==> src/scrm_pkg.sv <==
// Package: register map constants and types for the serial configuration register bank
// Overview of operation
// - Decode space into chip config 0x00-0x02, index/transfer 0x04-0xFF, program 0x08-0x2D.
// - Registers are eight bits, bit 7 most significant, bit 0 least.
// - Only program writes (0x08-0x2D) go to shadow; 0x00, 0x04, 0x05, 0xFF write through; transfer bit applies shadow.
// - Any reset reloads defaults: port configuration 0x18, grade 0x00.
// - Port configuration bits 5 and 2 request soft reset; device performs it.
// - Address 0x01 returns a fixed read-only part identifier; writes ignored.
package scrm_pkg;
  // ----------------------------------------------------------------
  // Widths
  // ----------------------------------------------------------------
  localparam int unsigned SCRM_AW = 8;
  localparam int unsigned SCRM_DW = 8;
  // ----------------------------------------------------------------
  // Offsets
  // ----------------------------------------------------------------
  localparam logic [7:0] SCRM_ADDR_PORT_CFG = 8'h00;
  localparam logic [7:0] SCRM_ADDR_PART_ID = 8'h01;
  localparam logic [7:0] SCRM_ADDR_GRADE = 8'h02;
  localparam logic [7:0] SCRM_ADDR_INDEX_2 = 8'h04;
  localparam logic [7:0] SCRM_ADDR_INDEX_1 = 8'h05;
  localparam logic [7:0] SCRM_ADDR_UPDATE = 8'hFF;
  localparam logic [7:0] SCRM_ADDR_PROG_LO = 8'h08;
  localparam logic [7:0] SCRM_ADDR_PROG_HI = 8'h2D;
  localparam logic [7:0] SCRM_ADDR_CFG_HI = 8'h02;
  localparam logic [7:0] SCRM_ADDR_XFER_LO = 8'h04;
  // ----------------------------------------------------------------
  // Fields and reset values
  // ----------------------------------------------------------------
  localparam int unsigned SCRM_BIT_LSB_HI = 6;
  localparam int unsigned SCRM_BIT_LSB_LO = 1;
  localparam int unsigned SCRM_BIT_SRST_HI = 5;
  localparam int unsigned SCRM_BIT_SRST_LO = 2;
  localparam int unsigned SCRM_BIT_XFER = 0;
  localparam logic [7:0] SCRM_PORT_CFG_RST = 8'h18;
  localparam logic [7:0] SCRM_PORT_CFG_FIXED = 8'h18; // Bits 4 and 3 read as one
  localparam logic [7:0] SCRM_PORT_CFG_RW = 8'h66;
  localparam logic [7:0] SCRM_GRADE_RST = 8'h00;
  localparam logic [7:0] SCRM_INDEX_RST = 8'h0F;
  localparam logic [7:0] SCRM_INDEX_1_RW = 8'h3F;
  localparam logic [7:0] SCRM_PROG_RST = 8'h00;
  localparam logic [7:0] SCRM_ZERO = 8'h00;
  localparam int unsigned SCRM_PROG_N = 38;
  // ----------------------------------------------------------------
  // Carriers
  // ----------------------------------------------------------------
  typedef struct packed {
    logic wr;
    logic rd;
    logic [7:0] addr;
    logic [7:0] wdata;
  } scrm_req_t;
  typedef struct packed {
    logic ack;
    logic hit;
    logic [7:0] rdata;
  } scrm_rsp_t;
  typedef enum logic [2:0] {
    SCRM_RGN_CFG = 3'b001,
    SCRM_RGN_XFER = 3'b010,
    SCRM_RGN_PROG = 3'b100
  } scrm_rgn_t;
endpackage

==> src/scrm_decode.sv <==
// Module: address decoder for the configuration register bank
`timescale 1ns/100ps
module scrm_decode (
  // Address in
  input wire logic [7:0] addr_i,
  // Region flags
  output logic cfg_o,
  output logic xfer_o,
  output logic prog_o,
  output logic buffered_o
);
  import scrm_pkg::*;
  // ----------------------------------------------------------------
  // Region decode
  // ----------------------------------------------------------------
  // Program region sits inside the index range; it wins there
  assign cfg_o = (addr_i <= SCRM_ADDR_CFG_HI);
  assign prog_o = (addr_i >= SCRM_ADDR_PROG_LO) && (addr_i <= SCRM_ADDR_PROG_HI);
  assign xfer_o = (addr_i >= SCRM_ADDR_XFER_LO) && !prog_o;
  // Unbuffered locations write straight through
  assign buffered_o = !((addr_i == SCRM_ADDR_PORT_CFG) || (addr_i == SCRM_ADDR_INDEX_2) ||
                        (addr_i == SCRM_ADDR_INDEX_1) || (addr_i == SCRM_ADDR_UPDATE));
endmodule

==> src/scrm_regs.sv <==
// Module: configuration register bank with shadow and working copies
`timescale 1ns/100ps
module scrm_regs #(
  parameter logic [7:0] PART_ID = 8'hA5 // Arbitrary identification value
) (
  // Clock and reset
  input wire logic ref_clk_i,
  input wire logic srst_i,
  // Register access from the serial port engine
  input wire scrm_pkg::scrm_req_t req_i,
  output scrm_pkg::scrm_rsp_t rsp_o,
  // Speed grade strap bits (bits 5:4)
  input wire logic [1:0] grade_i,
  // Settings toward the rest of the chip
  output logic lsb_first_o,
  output logic soft_rst_o,
  output logic [7:0] index_2_o,
  output logic [7:0] index_1_o,
  output logic [8*scrm_pkg::SCRM_PROG_N-1:0] prog_o
);
  import scrm_pkg::*;

  logic cfg_hit, xfer_hit, prog_hit, buffered;
  logic [7:0] port_cfg_reg, port_cfg_next;
  logic [7:0] grade_reg;
  logic [7:0] index_2_reg, index_1_reg;
  logic [7:0] shadow_reg [SCRM_PROG_N];
  logic [7:0] work_reg [SCRM_PROG_N];
  logic [7:0] rdata_reg, rdata_next;
  logic ack_reg, hit_reg;
  logic soft_rst_reg;
  logic any_rst, wr_port, wr_upd, do_xfer, srst_req;
  logic [5:0] prog_idx;

  // ----------------------------------------------------------------
  // Decode
  // ----------------------------------------------------------------
  scrm_decode u_decode (
    .addr_i(req_i.addr),
    .cfg_o(cfg_hit),
    .xfer_o(xfer_hit),
    .prog_o(prog_hit),
    .buffered_o(buffered)
  );

  // Index into the program array; only valid when prog_hit
  assign prog_idx = 6'(req_i.addr - SCRM_ADDR_PROG_LO);

  // ----------------------------------------------------------------
  // Write strobes
  // ----------------------------------------------------------------
  assign wr_port = req_i.wr && (req_i.addr == SCRM_ADDR_PORT_CFG);
  assign wr_upd = req_i.wr && (req_i.addr == SCRM_ADDR_UPDATE);
  assign do_xfer = wr_upd && req_i.wdata[SCRM_BIT_XFER];
  // Either soft reset bit requests it; host normally sets both
  assign srst_req = wr_port && (req_i.wdata[SCRM_BIT_SRST_HI] ||
                                req_i.wdata[SCRM_BIT_SRST_LO]);
  // Soft reset acts one cycle after the write, like a power-up reset
  assign any_rst = srst_i || soft_rst_reg;

  // Writable bits only; fixed ones and reserved zeros forced
  assign port_cfg_next = (req_i.wdata & SCRM_PORT_CFG_RW) | SCRM_PORT_CFG_FIXED;

  // ----------------------------------------------------------------
  // Soft reset pulse; self clearing so bits read back as zero
  // ----------------------------------------------------------------
  always_ff @(posedge ref_clk_i) begin
    if (srst_i) begin
      soft_rst_reg <= 1'b0;
    end else begin
      soft_rst_reg <= srst_req;
    end
  end

  // ----------------------------------------------------------------
  // Unbuffered registers
  // ----------------------------------------------------------------
  always_ff @(posedge ref_clk_i) begin
    if (any_rst) begin
      port_cfg_reg <= SCRM_PORT_CFG_RST;
      index_2_reg <= SCRM_INDEX_RST;
      index_1_reg <= SCRM_INDEX_RST;
      grade_reg <= SCRM_GRADE_RST;
    end else begin
      // Grade picks up the strap after reset release
      grade_reg <= {2'b00, grade_i, 4'h0};
      if (wr_port) begin
        // Soft reset bits never stored: they self clear
        port_cfg_reg <= port_cfg_next & ~((8'h01 << SCRM_BIT_SRST_HI) |
                                           (8'h01 << SCRM_BIT_SRST_LO));
      end
      if (req_i.wr && (req_i.addr == SCRM_ADDR_INDEX_2)) begin
        index_2_reg <= req_i.wdata & SCRM_INDEX_RST;
      end
      if (req_i.wr && (req_i.addr == SCRM_ADDR_INDEX_1)) begin
        index_1_reg <= req_i.wdata & SCRM_INDEX_1_RW;
      end
    end
  end

  // ----------------------------------------------------------------
  // Shadow stage and working copy of the program region
  // ----------------------------------------------------------------
  always_ff @(posedge ref_clk_i) begin
    if (any_rst) begin
      for (int i = 0; i < SCRM_PROG_N; i++) begin
        shadow_reg[i] <= SCRM_PROG_RST;
        work_reg[i] <= SCRM_PROG_RST;
      end
    end else begin
      if (req_i.wr && prog_hit && buffered) begin
        shadow_reg[prog_idx] <= req_i.wdata;
      end
      // Transfer copies what shadow held before this edge
      if (do_xfer) begin
        for (int i = 0; i < SCRM_PROG_N; i++) begin
          work_reg[i] <= shadow_reg[i];
        end
      end
    end
  end

  // ----------------------------------------------------------------
  // Read mux; program reads show shadow so writes read back at once
  // ----------------------------------------------------------------
  always_comb begin
    rdata_next = SCRM_ZERO;
    case (req_i.addr)
      SCRM_ADDR_PORT_CFG: rdata_next = port_cfg_reg;
      SCRM_ADDR_PART_ID: rdata_next = PART_ID;
      SCRM_ADDR_GRADE: rdata_next = grade_reg;
      SCRM_ADDR_INDEX_2: rdata_next = index_2_reg;
      SCRM_ADDR_INDEX_1: rdata_next = index_1_reg;
      SCRM_ADDR_UPDATE: rdata_next = SCRM_ZERO; // Transfer bit self clears
      default: begin
        if (prog_hit) begin
          rdata_next = shadow_reg[prog_idx];
        end
      end
    endcase
  end

  // Response registered one cycle after the request
  always_ff @(posedge ref_clk_i) begin
    if (srst_i) begin
      rdata_reg <= SCRM_ZERO;
      ack_reg <= 1'b0;
      hit_reg <= 1'b0;
    end else begin
      rdata_reg <= req_i.rd ? rdata_next : rdata_reg;
      ack_reg <= req_i.rd || req_i.wr;
      hit_reg <= cfg_hit || xfer_hit || prog_hit;
    end
  end

  // ----------------------------------------------------------------
  // Outputs
  // ----------------------------------------------------------------
  assign rsp_o = '{ack: ack_reg, hit: hit_reg, rdata: rdata_reg};
  assign lsb_first_o = port_cfg_reg[SCRM_BIT_LSB_HI] || port_cfg_reg[SCRM_BIT_LSB_LO];
  assign soft_rst_o = soft_rst_reg;
  assign index_2_o = index_2_reg;
  assign index_1_o = index_1_reg;
  for (genvar g = 0; g < SCRM_PROG_N; g++) begin : g_prog
    assign prog_o[8*g +: 8] = work_reg[g];
  end
endmodule

==> config.mk <==
export PLATFORM = sky130hd
export DESIGN_NAME = scrm_regs
export DESIGN_NICKNAME = d
export VERILOG_FILES = /design/src/scrm_pkg.sv /design/src/scrm_decode.sv /design/src/scrm_regs.sv
export SDC_FILE = /design/constraint.sdc
export NUM_CORES = 1
export LEC_CHECK = 0
export CORE_ASPECT_RATIO = 1.4
export CORE_MARGIN = 3
export CORE_UTILIZATION = 33
export CTS_CLUSTER_SIZE = 16
export DETAILED_ROUTE_END_ITERATION = 8
export DONT_BUFFER_PORTS = 1
export PLACE_DENSITY = 0.56
export SYNTH_ARGS = -nofsm -noshare
export SYNTH_HDL_FRONTEND = slang
export SYNTH_SLANG_ARGS = --single-unit
==> constraint.sdc <==
create_clock -name ref_clk_i -period 18.06 [get_ports ref_clk_i]
set_input_delay 0.903 -clock ref_clk_i [delete_from_list [all_inputs] [get_ports ref_clk_i]]
set_output_delay 0.903 -clock ref_clk_i [all_outputs]
set_load 0.05 [all_outputs]
# [Word-level counts from Yosys, hierarchy flattened]
# Memories as Yosys holds them, arrays and structs flattened.
# Cells that the tools add are included.
[op_classes] bitwise_logic=38 mux=51 addsub=1 n_lt_le_gt_ge=4 eq_ne=5 n_reduce_logical=23
[ops] op="8-bit two-way mux" n=40
[ops] op="8-bit case mux with 6 select lines" n=1
[ops] op="1-bit bitwise OR" n=38
[ops] op="8-bit by 3-bit == test with 1-bit output (second input constant)" n=2
[ops] op="1-bit logical AND" n=10
[ops] op="1-bit logical OR" n=9
[ops] op="1-bit two-way mux" n=9
[ops] op="8-bit by 1-bit == test with 1-bit output (second input constant)" n=1
[ops] op="8-bit by 2-bit == test with 1-bit output (second input constant)" n=1
[ops] op="8-bit == test (second input constant)" n=1
[ops] op="8-bit by 3-bit greater-or-equal comparator with 1-bit output (second input constant)" n=1
[ops] op="8-bit by 4-bit greater-or-equal comparator with 1-bit output (second input constant)" n=1
[ops] op="8-bit by 2-bit <= comparator with 1-bit output (second input constant)" n=1
[ops] op="8-bit by 6-bit <= comparator with 1-bit output (second input constant)" n=1
[ops] op="8-bit logical NOT" n=1
[ops] op="8-bit OR reduction" n=1
[ops] op="6-bit two-way mux" n=1
[ops] op="6-bit by 4-bit subtractor with 6-bit output (second input constant)" n=1
[ops] op="1-bit logical NOT" n=2
[totals] n_memories=2 ramBits=608 ff_bits=31 output_inout_bits=332 elab_cells=133 in_bits=22
[mem_list] name="shadow_reg" depth=38 word_bits=8 read_ports=39 rd_ports_with_merged_regs=0 wr=38 line_no="scrm_regs.sv:27" rtl="logic [7:0] shadow_reg [SCRM_PROG_N];"
[mem_list] name="work_reg" depth=38 word_bits=8 read_ports=38 rd_ports_with_merged_regs=0 wr=38 line_no="scrm_regs.sv:28" rtl="logic [7:0] work_reg [SCRM_PROG_N];"

# [Depth between registers and ports, before layout]
[logic_depth] depth_word=11 ltp_mapped=11 mapped_depth_nobuf=8

# [Modules after synthesis]
# From an unflattened synthesis, not the netlist that was laid out.
[unflattened] cells_unflattened=2169 hier_area_um2=34882.2
[by_module_without_submodules] module="scrm_regs" n_inst=1 cells_per_inst=2153 area_per_inst_um2=34790.9 seq_area_each_um2=25004.0
[by_module_without_submodules] module="scrm_decode" n_inst=1 cells_per_inst=16 area_per_inst_um2=91.3 seq_area_each_um2=0.0

# [Worst setup path before layout]
# OpenSTA, ideal clock, no wires.
[synth_path] path_kind="input port to flip-flop" start="input port req_i[8] (netlist bit)" end="memory work_reg[0][0], enable pin" t_required_ns=17.381 arrival_ns=8.272 setup_ns=0.679 path_slack_ns=9.109 cell_stages=5 path_buffers=2 cell_sequence="buf_4 -> buf_4 -> nand3_1 -> or4_1 -> nand2_1"
[synth_lines] element="from (decl)" line_no="scrm_regs.sv:10" rtl="input wire scrm_pkg::scrm_req_t req_i,"
[synth_lines] element="to (decl)" line_no="scrm_regs.sv:28"

==> reports/metrics.json <==
{
  "initial_utilization": {"value": 33.3, "unit": "%"},
  "arrival": {"value": 4500, "unit": "ps"},
  "synth_largest_type_area_fraction": {"value": 70.7, "unit": "%"},
  "cp_max_fo": {"value": 26},
  "leakagePower": {"value": 0.0132, "unit": "uW"},
  "path_class": {"value": "input pin to flop"},
  "worst_slack": {"value": 13830, "unit": "ps"},
  "overflow": {"value": 0},
  "skew": {"value": 31.2, "unit": "ps"},
  "worst_setup_slack_after_placement": {"value": 13270, "unit": "ps"},
  "peak_supply_drop": {"value": 0.0604, "unit": "mV"},
  "synth.lib_cells_used.distinct": {"value": 55},
  "synth.cell_area": {"value": 34600, "unit": "um2"},
  "first_global_vias": {"value": 18543},
  "maxCapViolCount": {"value": 0},
  "post_route_cells_drive_above_1_share": {"value": 14.5, "unit": "%"},
  "r2r-start": {"value": "soft_rst_o"},
  "combinational_family_with_the_most_area_after_synthesis": {"value": "simple AND/OR/NAND/NOR gates"},
  "ys_dominant_reg_cell": {"value": "sky130_fd_sc_hd__edfxtp_1"},
  "firstDrtPassIters": {"value": 5},
  "post_cts_buffers": {"value": 0},
  "nFillCells": {"value": 9650},
  "power_per_cell_area": {"value": 111, "unit": "nW/um2"},
  "first_pass_grt_wire_length": {"value": 143000, "unit": "um"},
  "fp.dieArea": {"value": 109000, "unit": "um2"},
  "synth-compound-area-share": {"value": 2.20, "unit": "%"},
  "hpwlAfterDp": {"value": 69300, "unit": "um"},
  "holdCritPathClass": {"value": "input pin to flop"},
  "hold_end": {"value": "hit_reg"},
  "groute.usage.overall": {"value": 18.4, "unit": "%"},
  "r2r_end": {"value": "shadow_reg[17][6]"},
  "cts_inserted_buffers": {"value": 86},
  "syn-mean-instance-area": {"value": 16.2, "unit": "um2"},
  "port_buffers": {"value": 0},
  "grt_start_max_net_pins": {"value": 149},
  "ys_seq_elements": {"value": 841},
  "clock_tree.root_cell": {"value": "sky130_fd_sc_hd__clkbuf_16"},
  "finalNetCount": {"value": 2134},
  "timing.critical_path.to_type": {"value": "flop"},
  "setup_tns": {"value": 0, "unit": "ps"},
  "num_io_pins": {"value": 354},
  "routed_via_density": {"value": 5.19},
  "post_synth_fa_ha_maj_area_fraction": {"value": 0.0722, "unit": "%"},
  "cts.sink_count": {"value": 841},
  "reg2reg_slack": {"value": 14080, "unit": "ps"},
  "clock_transition_at_the_registers_of_the_reported_paths": {"value": 60, "unit": "ps"},
  "slew_headroom": {"value": 12.1, "unit": "%"},
  "drt_iter0_drc": {"value": 1849},
  "hold_buffers": {"value": 0},
  "number_of_antenna_violations_at_the_first_check_in_global_routing": {"value": 4},
  "min_period": {"value": 4230, "unit": "ps"},
  "die_y": {"value": 389, "unit": "um"},
  "most_frequent_standard_cell_in_the_layout_excluding_fill_and_tap_cells": {"value": "sky130_fd_sc_hd__edfxtp_1"},
  "worst_hold_startpoint": {"value": "srst_i"},
  "num_rows": {"value": 140},
  "crit_required": {"value": 18340, "unit": "ps"},
  "synth_mux_area_share": {"value": 9.13, "unit": "%"},
  "critical_path.startpoint": {"value": "req_i[11]"},
  "drc": {"value": 0},
  "yosysWarnings": {"value": 0},
  "placement.cell_area": {"value": 36000, "unit": "um2"},
  "synth.area.top_cells": {"value": "sky130_fd_sc_hd__edfxtp_1, sky130_fd_sc_hd__and2_1, sky130_fd_sc_hd__mux4_2"},
  "vias": {"value": 18307},
  "netlist.top_cell.by_area": {"value": "sky130_fd_sc_hd__edfxtp_1"},
  "antenna_left": {"value": 0},
  "max-clock-path-buffers": {"value": 3},
  "cts_tree": {"value": "done"},
  "clk_latency": {"value": 680, "unit": "ps"},
  "syn2layout_area_growth": {"value": 12.0, "unit": "%"},
  "largest_reg_flops": {"value": 512},
  "synth-simple-area-share": {"value": 14.3, "unit": "%"},
  "mostFrequentLayoutCells": {"value": "sky130_fd_sc_hd__edfxtp_1, sky130_fd_sc_hd__and2_1, sky130_fd_sc_hd__mux4_2"},
  "number_of_enable_flip_flop_cells_after_synthesis": {"value": 816},
  "slew_violations": {"value": 0},
  "asyncSetResetFlopFracSynth": {"value": 0, "unit": "%"},
  "max_slew.worst_pin.slew": {"value": 1310, "unit": "ps"},
  "finalCritPeriodShare": {"value": 23.4, "unit": "%"},
  "setup_repair_after_global_routing_missed_its_margin": {"value": "false"},
  "timing.fmax": {"value": 0.237, "unit": "GHz"},
  "hold_depth": {"value": 1},
  "r2r_cells": {"value": 5},
  "die_width": {"value": 280, "unit": "um"},
  "cp-start-kind": {"value": "input pin"},
  "post_synth_xor_area_fraction": {"value": 0.0722, "unit": "%"},
  "synth_seq_area_share": {"value": 72.2, "unit": "%"},
  "finalHoldViolCount": {"value": 0},
  "layout.cell_area.non_filler": {"value": 38800, "unit": "um2"},
  "synthesis.instances": {"value": 2135},
  "setup_violations": {"value": 0},
  "design.core.area": {"value": 104000, "unit": "um2"},
  "run_status": {"value": "finished clean"},
  "post_cts_resize_count": {"value": 0},
  "depth_of_the_cts_h_tree": {"value": 3},
  "wire_per_inst": {"value": 28.8, "unit": "um"},
  "placer_congestion_estimate": {"value": 0.846},
  "routed_wl": {"value": 102000, "unit": "um"}
}
==> routing by layer <==
| layer | wire, um | up-vias | global-route usage (%) |
|---|---|---|---|
| met4 | 3590 | 0 | 6.93 |
| met2 | 53700 | 804 | 33.2 |
| met3 | 7220 | 162 | 4.14 |
| li1 | - | 7859 | - |
| met5 | 0 | - | 0 |
| met1 | 37200 | 9482 | 21.3 |
==> final cells by class <==
type                    count  area (um2)  share of cell area [%]
clock inverters            56         617                    1.59
flip-flops and latches    841       25000                    64.4
repair buffers             35         275                   0.709
multi-input cells        1142        8980                    23.1
clock buffers             102        2230                    5.75
diodes                      1        2.50                 0.00645
inverters                   4        15.0                  0.0387
well taps                1349        1690                    4.35
==> cell usage after synthesis, types with 2 or more instances <==
master                      number
sky130_fd_sc_hd__or2_2           3
sky130_fd_sc_hd__nand4_1         9
sky130_fd_sc_hd__a211oi_1        7
sky130_fd_sc_hd__nand3_1        44
sky130_fd_sc_hd__buf_1           6
sky130_fd_sc_hd__and2_1        611
sky130_fd_sc_hd__or4_1           3
sky130_fd_sc_hd__o31ai_1         2
sky130_fd_sc_hd__o32ai_1         5
sky130_fd_sc_hd__dfxtp_1        25
sky130_fd_sc_hd__nand3b_1        5
sky130_fd_sc_hd__mux2_2         11
sky130_fd_sc_hd__buf_4          20
sky130_fd_sc_hd__a2bb2oi_1       2
sky130_fd_sc_hd__mux2i_1        27
sky130_fd_sc_hd__or3_1           4
sky130_fd_sc_hd__nor2b_1         2
sky130_fd_sc_hd__a21oi_1        20
sky130_fd_sc_hd__a21boi_0        2
sky130_fd_sc_hd__inv_1           2
sky130_fd_sc_hd__nand2b_1        7
sky130_fd_sc_hd__o22ai_1        15
sky130_fd_sc_hd__nor2_1         77
sky130_fd_sc_hd__a2111oi_0       6
sky130_fd_sc_hd__clkbuf_1      103
sky130_fd_sc_hd__nand2_1        49
sky130_fd_sc_hd__nor3_1         32
sky130_fd_sc_hd__nor4_1          2
sky130_fd_sc_hd__edfxtp_1      816
sky130_fd_sc_hd__o21ai_0        39
sky130_fd_sc_hd__mux4_2        123
sky130_fd_sc_hd__buf_2          22
sky130_fd_sc_hd__a31oi_1         4
sky130_fd_sc_hd__ha_1            2
sky130_fd_sc_hd__a221oi_1        4
sky130_fd_sc_hd__o221ai_1        4
sky130_fd_sc_hd__buf_6           2
==> stage by stage <==
stage	std cells	hold slack (ps)	total power (uW)	util (%)
final	3530	304	4290	37.3
after global routing	3529	272	4410	37.3
after CTS	3529	251	4330	37.3
after detailed placement	3371	458	2530	34.6
after global placement	3371	448	2530	34.6
after floorplan	2140	424	2470	-
==> how the worst max path moves through the flow <==
stage               cells past startpoint           endpoint
floorplan                               5     work_reg[0][0]
global placement                        5  shadow_reg[25][4]
CTS                                     5  shadow_reg[12][3]
detailed placement                      5  shadow_reg[13][5]
finish                                  5  shadow_reg[10][6]
global route                            5  shadow_reg[12][3]
==> where the power goes <==
part           total (uW)  switching, uW  internal (uW)
combinational         167            105           61.4
clock                1800            766           1040
sequential           2320            121           2200
total                4290            993           3300
==> kinds of logic after synthesis <==
family	after synthesis
flip-flops	841
multiplexers	161
buffers and inverters	157
XOR/XNOR	2
AO/OA/AOI/OAI	119
adder cells (fa/ha/maj)	2
other	1
AND/OR/NAND/NOR	852
==> critical path, cell delays in order <==
cell and delay [ps]:
sky130_fd_sc_hd__clkinv_1 210, sky130_fd_sc_hd__ha_1 970, sky130_fd_sc_hd__nand3_1 520, sky130_fd_sc_hd__nand3b_1 740, sky130_fd_sc_hd__o21ai_0 1130
No activity file was read; power rests on OpenSTA's default activity.
